==> src/core/tpcit_pkg.sv <==
// Purpose: shared constants and types of the trace port control block
// Assumes: 32-bit register port, byte addresses at word offsets
// Notes:   offsets follow the usual layout of such a unit
package tpcit_pkg;
  localparam logic [11:0] OFS_PIN_PROTOCOL = 12'h0f0;
  localparam logic [11:0] OFS_FLUSH_STATUS = 12'h300;
  localparam logic [11:0] OFS_FFCR         = 12'h304;
  localparam logic [11:0] OFS_TRIGGER      = 12'hee8;
  localparam logic [11:0] OFS_FIFO_DATA1   = 12'heec;
  localparam logic [11:0] OFS_ATB_OUT      = 12'hef0;
  localparam logic [11:0] OFS_FIFO_DATA2   = 12'hefc;
  localparam logic [11:0] OFS_ATB_IN       = 12'hef8;
  localparam logic [11:0] OFS_MODE         = 12'hf00;
  localparam logic [11:0] OFS_CLAIM_SET    = 12'hfa0;
  localparam logic [11:0] OFS_CLAIM_CLR    = 12'hfa4;

  localparam int BIT_TRIG_INSERT = 8;
  localparam int BIT_MAN_FLUSH   = 6;
  localparam int BIT_CONT_FMT    = 1;
  localparam int BIT_AF_OVR      = 1;
  localparam int BIT_RDY_OVR     = 0;
  localparam int BIT_VAL2        = 29;
  localparam int LSB_CNT2        = 27;
  localparam int BIT_VAL1        = 26;
  localparam int LSB_CNT1        = 24;
  localparam int CLAIM_W         = 4;
  localparam int FIFO_BYTES      = 3;

  localparam logic [1:0] PROTO_PARALLEL = 2'h0;
  localparam logic [1:0] PROTO_SWO_MAN  = 2'h1;
  localparam logic [1:0] PROTO_SWO_NRZ  = 2'h2;
  localparam logic [3:0] CLAIM_IMPL     = 4'hf;
  // flush drain time in cycles, a plain default
  localparam logic [3:0] FLUSH_CYCLES   = 4'h8;

  typedef enum logic [1:0] {
    TPCIT_NORMAL,
    TPCIT_ITEST,
    TPCIT_IDATA,
    TPCIT_MODE_RSVD
  } tpcit_mode_t;
endpackage

==> src/core/tpcit_cap_if.sv <==
// Purpose: carrier between the top and a byte capture unit
// Assumes: single clock domain
// Notes:   capture side owns the byte store
`timescale 1ns/10ps
`default_nettype none
interface tpcit_cap_if;
  logic        enable;
  logic        discard;
  logic [23:0] bytes;
  logic [1:0]  count;
  modport top (output enable, output discard, input bytes, input count);
  modport cap (input enable, input discard, output bytes, output count);
endinterface
`default_nettype wire

==> src/core/tpcit_capture.sv <==
// Purpose: gathers up to three trace bytes of one trace interface
// Assumes: bytes arrive with valid and are taken while enabled
// Notes:   a read discards the bytes and clears the count
`timescale 1ns/10ps
`default_nettype none
module tpcit_capture (
  // clock and reset
  input  wire logic  clk_sys,
  input  wire logic  rst_n,
  // trace input
  input  wire logic  at_valid,
  input  wire logic [7:0] at_byte,
  // carrier
  tpcit_cap_if.cap   cap
);
  typedef struct packed {
    logic [23:0] bytes;
    logic [1:0]  count;
  } tpcit_cap_st_t;

  tpcit_cap_st_t s_q;
  tpcit_cap_st_t s_d;

  // store bytes at the next slot until three are held
  always_comb begin
    s_d = s_q;
    if (cap.discard) begin
      s_d.bytes = 24'h000000;
      s_d.count = 2'h0;
    end else if (cap.enable && at_valid && s_q.count < 2'(tpcit_pkg::FIFO_BYTES)) begin
      s_d.bytes[8*s_q.count +: 8] = at_byte;
      s_d.count = s_q.count + 2'h1;
    end
  end

  // state register
  always_ff @(posedge clk_sys or negedge rst_n) begin
    if (!rst_n) begin
      s_q <= '0;
    end else begin
      s_q <= s_d;
    end
  end

  assign cap.bytes = s_q.bytes;
  assign cap.count = s_q.count;
endmodule
`default_nettype wire

==> src/core/tpcit_top.sv <==
// Purpose: control, integration test and claim tag registers of a trace port unit
// Assumes: one clock, register port with read data one cycle after the strobe
// Notes:   trace serialisers sit outside; this block only steers them
// Behaviour
// - trigger insertion bit of formatter control always reads one.
// - writing manual flush bit starts a flush; cleared on completion and reset.
// - continuous formatting bit enables or disables continuous formatting.
// - parallel protocol forces formatter on; serial modes restore programmed value.
// - trigger register bit zero returns live trigger input; others zero.
// - fifo data registers report both valid levels and byte counts.
// - first fifo data register shows interface 1 bytes, discarded on read.
// - second fifo data register shows interface 2 bytes, discarded on read.
// - in integration test, drive bit one sets both flush valid outputs.
// - in integration test, drive bit zero sets both ready outputs.
// - input status bit zero returns OR of both valid inputs.
// - input status bit one returns OR of both flush ready inputs.
// - two-bit mode field selects normal, integration test or data test.
// - data test mode disables trace output and exposes input bytes.
// - claim set write one sets a tag; reads show implemented tags.
// - claim clear write one clears a tag; reads show set tags.
// - flush in progress rises on flush start, falls when drained.
// - pin protocol selects parallel, Manchester or NRZ serial output.
//
// Added by the designer: the address-and-strobe port and the address map.
`timescale 1ns/10ps
`default_nettype none
module tpcit_top (
  // clock and reset
  input  wire logic        clk_sys,
  input  wire logic        rst_n,
  // register port
  input  wire logic [11:0] reg_addr,
  input  wire logic [31:0] reg_wdata,
  input  wire logic        reg_wr,
  input  wire logic        reg_rd,
  output logic [31:0]      reg_rdata,
  // trigger pin
  input  wire logic        trigger_in,
  // trace interface 1
  input  wire logic        at1_valid,
  input  wire logic [7:0]  at1_byte,
  input  wire logic        af1_ready,
  input  wire logic        at1_ready_norm,
  input  wire logic        af1_valid_norm,
  output logic             at1_ready,
  output logic             af1_valid,
  // trace interface 2
  input  wire logic        at2_valid,
  input  wire logic [7:0]  at2_byte,
  input  wire logic        af2_ready,
  input  wire logic        at2_ready_norm,
  input  wire logic        af2_valid_norm,
  output logic             at2_ready,
  output logic             af2_valid,
  // formatter steering
  output logic             formatter_enable,
  output logic             continuous_format_enable,
  output logic             trace_output_enable,
  output logic [1:0]       pin_protocol_select,
  output logic             flush_request,
  output logic             flush_in_progress
);
  typedef struct packed {
    logic [2:0]          trig_sync;
    logic                trig_lvl;
    logic [1:0]          proto;
    logic                cont_fmt;
    logic                man_flush;
    logic [3:0]          flush_cnt;
    tpcit_pkg::tpcit_mode_t mode;
    logic                af_ovr;
    logic                rdy_ovr;
    logic [3:0]          claim;
    logic [31:0]         rdata;
    logic                at1_ready;
    logic                af1_valid;
    logic                at2_ready;
    logic                af2_valid;
    logic                fmt_en;
    logic                trace_en;
  } tpcit_st_t;

  tpcit_st_t s_q;
  tpcit_st_t s_d;

  tpcit_cap_if cap1 ();
  tpcit_cap_if cap2 ();

  // address compare used by every decode
  function automatic logic hit(input logic [11:0] a, input logic [11:0] ofs);
    return a == ofs;
  endfunction

  // byte capture, one per trace interface
  tpcit_capture u_cap1 (
    .clk_sys  (clk_sys),
    .rst_n    (rst_n),
    .at_valid (at1_valid),
    .at_byte  (at1_byte),
    .cap      (cap1.cap)
  );

  tpcit_capture u_cap2 (
    .clk_sys  (clk_sys),
    .rst_n    (rst_n),
    .at_valid (at2_valid),
    .at_byte  (at2_byte),
    .cap      (cap2.cap)
  );

  // capture runs in data test mode; a read of its register discards
  assign cap1.enable  = (s_q.mode == tpcit_pkg::TPCIT_IDATA);
  assign cap2.enable  = (s_q.mode == tpcit_pkg::TPCIT_IDATA);
  assign cap1.discard = reg_rd && hit(reg_addr, tpcit_pkg::OFS_FIFO_DATA1);
  assign cap2.discard = reg_rd && hit(reg_addr, tpcit_pkg::OFS_FIFO_DATA2);

  // next state: trigger sync, register writes, flush, read mux, outputs
  always_comb begin
    logic [31:0] fifo_stat;
    logic        fmt_eff;
    logic        itest;
    fifo_stat = 32'h00000000;
    fmt_eff   = 1'b0;
    itest     = 1'b0;
    s_d = s_q;
    s_d.trig_sync = {s_q.trig_sync[1:0], trigger_in};
    // pin level only moves once the last two stages agree, so a late edge cannot glitch it
    if (s_q.trig_sync[2] == s_q.trig_sync[1]) begin
      s_d.trig_lvl = s_q.trig_sync[2];
    end

    // register writes
    if (reg_wr) begin
      if (hit(reg_addr, tpcit_pkg::OFS_PIN_PROTOCOL)) begin
        s_d.proto = reg_wdata[1:0];
      end
      if (hit(reg_addr, tpcit_pkg::OFS_FFCR)) begin
        s_d.cont_fmt = reg_wdata[tpcit_pkg::BIT_CONT_FMT];
        if (reg_wdata[tpcit_pkg::BIT_MAN_FLUSH] && !s_q.man_flush) begin
          s_d.man_flush = 1'b1;
          s_d.flush_cnt = tpcit_pkg::FLUSH_CYCLES;
        end
      end
      if (hit(reg_addr, tpcit_pkg::OFS_ATB_OUT)) begin
        s_d.af_ovr  = reg_wdata[tpcit_pkg::BIT_AF_OVR];
        s_d.rdy_ovr = reg_wdata[tpcit_pkg::BIT_RDY_OVR];
      end
      if (hit(reg_addr, tpcit_pkg::OFS_MODE)) begin
        s_d.mode = tpcit_pkg::tpcit_mode_t'(reg_wdata[1:0]);
      end
      if (hit(reg_addr, tpcit_pkg::OFS_CLAIM_SET)) begin
        s_d.claim = s_q.claim | reg_wdata[tpcit_pkg::CLAIM_W-1:0];
      end
      if (hit(reg_addr, tpcit_pkg::OFS_CLAIM_CLR)) begin
        s_d.claim = s_q.claim & ~reg_wdata[tpcit_pkg::CLAIM_W-1:0];
      end
    end

    // flush drains for a fixed time, then both flags drop
    if (s_q.man_flush) begin
      if (s_q.flush_cnt == 4'h1) begin
        s_d.man_flush = 1'b0;
        s_d.flush_cnt = 4'h0;
      end else begin
        s_d.flush_cnt = s_q.flush_cnt - 4'h1;
      end
    end

    // status fields shared by both fifo data registers
    fifo_stat[tpcit_pkg::BIT_VAL2] = at2_valid;
    fifo_stat[tpcit_pkg::LSB_CNT2 +: 2] = cap2.count;
    fifo_stat[tpcit_pkg::BIT_VAL1] = at1_valid;
    fifo_stat[tpcit_pkg::LSB_CNT1 +: 2] = cap1.count;

    // read data, one cycle after the strobe; unmapped reads zero
    s_d.rdata = 32'h00000000;
    if (reg_rd) begin
      unique case (1'b1)
        hit(reg_addr, tpcit_pkg::OFS_PIN_PROTOCOL): s_d.rdata[1:0] = s_q.proto;
        hit(reg_addr, tpcit_pkg::OFS_FLUSH_STATUS): s_d.rdata[0] = s_q.man_flush;
        hit(reg_addr, tpcit_pkg::OFS_FFCR): begin
          s_d.rdata[tpcit_pkg::BIT_TRIG_INSERT] = 1'b1;
          s_d.rdata[tpcit_pkg::BIT_MAN_FLUSH]   = s_q.man_flush;
          s_d.rdata[tpcit_pkg::BIT_CONT_FMT]    = s_q.cont_fmt;
        end
        hit(reg_addr, tpcit_pkg::OFS_TRIGGER): s_d.rdata[0] = s_q.trig_lvl;
        hit(reg_addr, tpcit_pkg::OFS_FIFO_DATA1): s_d.rdata = fifo_stat | {8'h00, cap1.bytes};
        hit(reg_addr, tpcit_pkg::OFS_FIFO_DATA2): s_d.rdata = fifo_stat | {8'h00, cap2.bytes};
        hit(reg_addr, tpcit_pkg::OFS_ATB_IN): begin
          s_d.rdata[0] = at1_valid | at2_valid;
          s_d.rdata[1] = af1_ready | af2_ready;
        end
        hit(reg_addr, tpcit_pkg::OFS_MODE): s_d.rdata[1:0] = s_q.mode;
        hit(reg_addr, tpcit_pkg::OFS_CLAIM_SET): s_d.rdata[3:0] = tpcit_pkg::CLAIM_IMPL;
        hit(reg_addr, tpcit_pkg::OFS_CLAIM_CLR): s_d.rdata[3:0] = s_q.claim;
        default: s_d.rdata = 32'h00000000;
      endcase
    end

    // output steering
    fmt_eff = (s_q.proto == tpcit_pkg::PROTO_PARALLEL) | s_q.cont_fmt;
    itest   = (s_q.mode == tpcit_pkg::TPCIT_ITEST);
    s_d.fmt_en    = fmt_eff;
    s_d.trace_en  = (s_q.mode != tpcit_pkg::TPCIT_IDATA);
    s_d.at1_ready = itest ? s_q.rdy_ovr : at1_ready_norm;
    s_d.at2_ready = itest ? s_q.rdy_ovr : at2_ready_norm;
    s_d.af1_valid = itest ? s_q.af_ovr : af1_valid_norm;
    s_d.af2_valid = itest ? s_q.af_ovr : af2_valid_norm;
  end

  // state register
  always_ff @(posedge clk_sys or negedge rst_n) begin
    if (!rst_n) begin
      s_q <= '0;
    end else begin
      s_q <= s_d;
    end
  end

  // outputs straight from flops
  assign reg_rdata                = s_q.rdata;
  assign at1_ready                = s_q.at1_ready;
  assign af1_valid                = s_q.af1_valid;
  assign at2_ready                = s_q.at2_ready;
  assign af2_valid                = s_q.af2_valid;
  assign formatter_enable         = s_q.fmt_en;
  assign continuous_format_enable = s_q.cont_fmt;
  assign trace_output_enable      = s_q.trace_en;
  assign pin_protocol_select      = s_q.proto;
  assign flush_request            = s_q.man_flush;
  assign flush_in_progress        = s_q.man_flush;
endmodule
`default_nettype wire

==> config.mk <==
export PLATFORM = sky130hd
export DESIGN_NAME = tpcit_top
export DESIGN_NICKNAME = d
export VERILOG_FILES = /design/src/core/tpcit_pkg.sv /design/src/core/tpcit_cap_if.sv /design/src/core/tpcit_capture.sv /design/src/core/tpcit_top.sv
export SDC_FILE = /design/constraint.sdc
export NUM_CORES = 1
export LEC_CHECK = 0
export CAP_MARGIN = 20
export CORE_ASPECT_RATIO = 0.7
export CORE_MARGIN = 5
export CORE_UTILIZATION = 65
export CTS_CLUSTER_SIZE = 10
export DETAILED_ROUTE_END_ITERATION = 8
export DONT_BUFFER_PORTS = 1
export MAX_ROUTING_LAYER = met4
export PLACE_DENSITY = 0.93
export SETUP_SLACK_MARGIN = 0.2
export SYNTH_ARGS = -nofsm -noshare
export SYNTH_HDL_FRONTEND = slang
export SYNTH_HIERARCHICAL = 1
export SYNTH_SLANG_ARGS = --single-unit
==> constraint.sdc <==
create_clock -name clk_sys -period 4.8 [get_ports clk_sys]
set_input_delay 0.24 -clock clk_sys [delete_from_list [all_inputs] [get_ports clk_sys]]
set_output_delay 0.24 -clock clk_sys [all_outputs]
set_load 0.02 [all_outputs]
==> flow_summary.ini <==
[finish]
synthToLayoutAreaGrowth_pct = 3.67
multi_input_area_um2 = 2090
finalNonFillerCells = 523
n_fill_cell = 500
antenna_cells = 0
seqCellArea_um2 = 2700
fin_nets = 502
layout-drive-gt1-share = 0.159

[critical_path]
cpPeakStageDelay_ps = 650
rrSetupSlack_ps = 2600
cp_slowest_cell = and2_1
crit_required_ps = 5030
critPathKind = input pin to register
crit_path_end_kind = register
cp-startpoint = reg_addr[8]
rr_worst_depth = 5
crit_chain = nand4b_1, nor4_2, and2_1, nor3b_2, and3_1, mux2_2
cp-start-kind = input pin
arrival_ps = 2630
r2r-end = u_cap1/cap.bytes[21]$_DFFE_PN0P_
rr_startpoint = u_cap1/cap.count[0]$_DFFE_PN0P_
crit_fanout = 16

[timing]
clock_skew_ps = 9.33
max_slew_margin = 0.328
finalCritPeriodShare = 0.499
hold_viol_final = 0
max_freq_ghz = 0.417
grt_setup_unrepaired = false
finalSetupTns_ps = 0
maxSlewViolCount = 0
period_needed_ps = 2400
setup_violations = 0
tightest_slew_ps = 995

[yosys]
syn_inst = 444
synth_cell_types = 60
yosys_warnings = 6
async_reset_ff_frac = 1.00
synth.cell_area_um2 = 5210
synth_edf_count = 0
ys_top_cells_by_area = dfrtp_1 (52%), a22o_1 (5.9%), buf_4 (5.2%)
ys_seq_area_frac = 0.518
synth_top_flop_cell = dfrtp_1
synth_seq_cells = 108
synth_area_per_cell_um2 = 11.7
yosysTopAreaCell = dfrtp_1
synth.top_cell.area_share = 0.518

[power]
p_sw_frac = 0.224
pwr-share-clk = 0.420
switchingPower_uw = 392
comb_power_share = 0.044
irDropWorstVdd_v = 0.000239
power_uw = 1750
p_leak_uw = 0.00261
power_frac_seq = 0.535
cellPowerDensity_nw_per_um2 = 324
p_int_uw = 1360

[cts]
cts_sinks = 108
cts_made_buffers = 9
root_buffer = clkbuf_16
post-cts-setup-buffers = 0
htreeDepth = 3
tritoncts = done
clockBufferDepth = 2
cts_resized = 0
cts.clk_slew.worst_paths_ps = 80
clock_latency_ps = 350
hold_buffers = 7

[outcome]
status = completed

[die]
die_y_um = 84.9
initial_core_util = 0.665
fp.dieW_um = 117
ios = 116
die-area_um2 = 9940
row_count = 27
coreArea_um2 = 7840

[worst_hold_path]
worstHoldPathCells = 1
hold_start = reg_wdata[3]
hp-class = input pin to register

[global_routing]
track_usage = 0.261
grt_antenna_before_repair = 0
grt_overflow = 0
grt_pass1_vias = 3464
grt_max_degree = 109
grt_pass1_wl_mm = 19.1

[routing]
drc_errors = 0
routed_via_density = 6.76
first_pass_iters = 5
wl_per_cell_um = 23.0
ant_nets = 0
drt_iter0_drc = 490
dr_total_vias = 3533
drt_wl_total_mm = 12.0

[place]
place.gp.congestion = 0.927
portBuffers = 0
place_inst = 500
dpl.hpwl_mm = 8.16

[run]
drv_cap = 0
power groups by stage:
| stage | Sequential, uW | Clock (uW) | Combinational, uW |
|---|---|---|---|
| 5_1_grt | 938 | 780 | 87.1 |
| 6_report | 936 | 735 | 77.2 |
| 3_5_place_dp | 953 | 0 | 52.6 |
| 3_3_place_gp | 952 | 0 | 48.6 |
| 4_1_cts | 936 | 741 | 77.3 |
| 2_1_floorplan | 950 | 0 | 48.7 |
critical path, delay by kind of cell:
family	cells	cell delay [ps]
multiplexers	1	270
AND/OR/NAND/NOR	5	2110
registers in the layout, summed over array words and instances, names as in the netlist, named ones only:
signal / flops
af1_valid: 1
af2_valid: 1
at1_ready: 1
at2_ready: 1
continuous_format_enable: 1
flush_in_progress: 1
formatter_enable: 1
pin_protocol_select: 2
reg_rdata: 30
s_d: 2
s_q: 10
trace_output_enable: 1
u_cap1/cap.bytes: 24
u_cap1/cap.count: 2
u_cap2/cap.bytes: 24
u_cap2/cap.count: 2
metrics by stage:
stage | worst slack (ps) | hold slack (ps) | utilization | area [um^2]
after floorplan | 2550 | -55.6 | - | 5220
after global placement | 2190 | -52.7 | 0.640 | 5020
after detailed placement | 2100 | -53.1 | 0.640 | 5020
after CTS | 2430 | 5.56 | 0.690 | 5410
after global routing | 2230 | 9.89 | 0.690 | 5410
final | 2400 | 10.2 | 0.690 | 5410
layout make-up:
class,instances,share of cell area
Sequential cell,108,0.500
Tap cell,101,0.0234
Inverter,21,0.0146
Multi-Input combinational cell,267,0.386
Clock inverter,7,0.0139
Timing Repair Buffer,10,0.0204
Clock buffer,9,0.0417
routing by layer:
metal,part of all wire,up-vias,GRT usage,routed length (um)
met3,0.11,34,0.0813,1330
met4,0.027,0,0.0708,320
met5,0,-,-,0
met1,0.40,1749,0.364,4870
li1,-,1515,-,-
met2,0.46,235,0.371,5510
cell usage after synthesis (3+ instances only):
library cell,count
a31oi_1,9
nor2_1,10
ha_1,12
buf_6,3
nor4_2,4
inv_1,20
dfrtp_1,108
and2_1,9
o21ai_0,5
mux2i_1,11
buf_4,36
or2_2,4
mux2_2,20
a41oi_1,3
nand3_1,15
nand2b_1,5
a221oi_1,4
nor3_1,6
nand2_1,36
a21oi_1,12
a22o_1,35
nor4_4,4
and3_1,17
clkbuf_1,4
buf_2,6
how the worst max path moves through the flow:
stage	endpoint	slack, ps	cells after the start
3_3_place_gp	u_cap2/cap.bytes[13]$_DFFE_PN0P_	2190	6
4_1_cts	u_cap1/cap.bytes[17]$_DFFE_PN0P_	2430	5
2_1_floorplan	u_cap2/cap.bytes[15]$_DFFE_PN0P_	2550	9
5_1_grt	u_cap1/cap.bytes[17]$_DFFE_PN0P_	2230	5
3_5_place_dp	u_cap2/cap.bytes[13]$_DFFE_PN0P_	2100	6
6_report	u_cap2/cap.bytes[13]$_DFFE_PN0P_	2400	6
cells in the final DEF, fill, tap and decap left out, types with 5 or more instances in the layout:
master / netlist / final
mux2_2: 20 / 20
and3_1: 17 / 17
o21ai_0: 5 / 5
inv_1: 20 / 20
nand2b_1: 5 / 5
nor2_1: 10 / 10
dlygate4sd3_1: 0 / 6
mux2i_1: 11 / 11
a21oi_1: 12 / 12
dfrtp_1: 108 / 108
a22o_1: 35 / 35
nand3_1: 15 / 15
ha_1: 12 / 12
nand2_1: 36 / 36
a31oi_1: 9 / 9
clkbuf_16: 0 / 9
and2_1: 9 / 9
nor3_1: 6 / 6
cells by family after synthesis:
family	synth area share
multiplexers	0.0766
buffers and inverters	0.0821
adder cells (fa/ha/maj)	0.0307
other	0.000719
flip-flops	0.518
AO/OA/AOI/OAI	0.124
XOR/XNOR	0.00336
AND/OR/NAND/NOR	0.164
(Power assumes the default switching activity.)
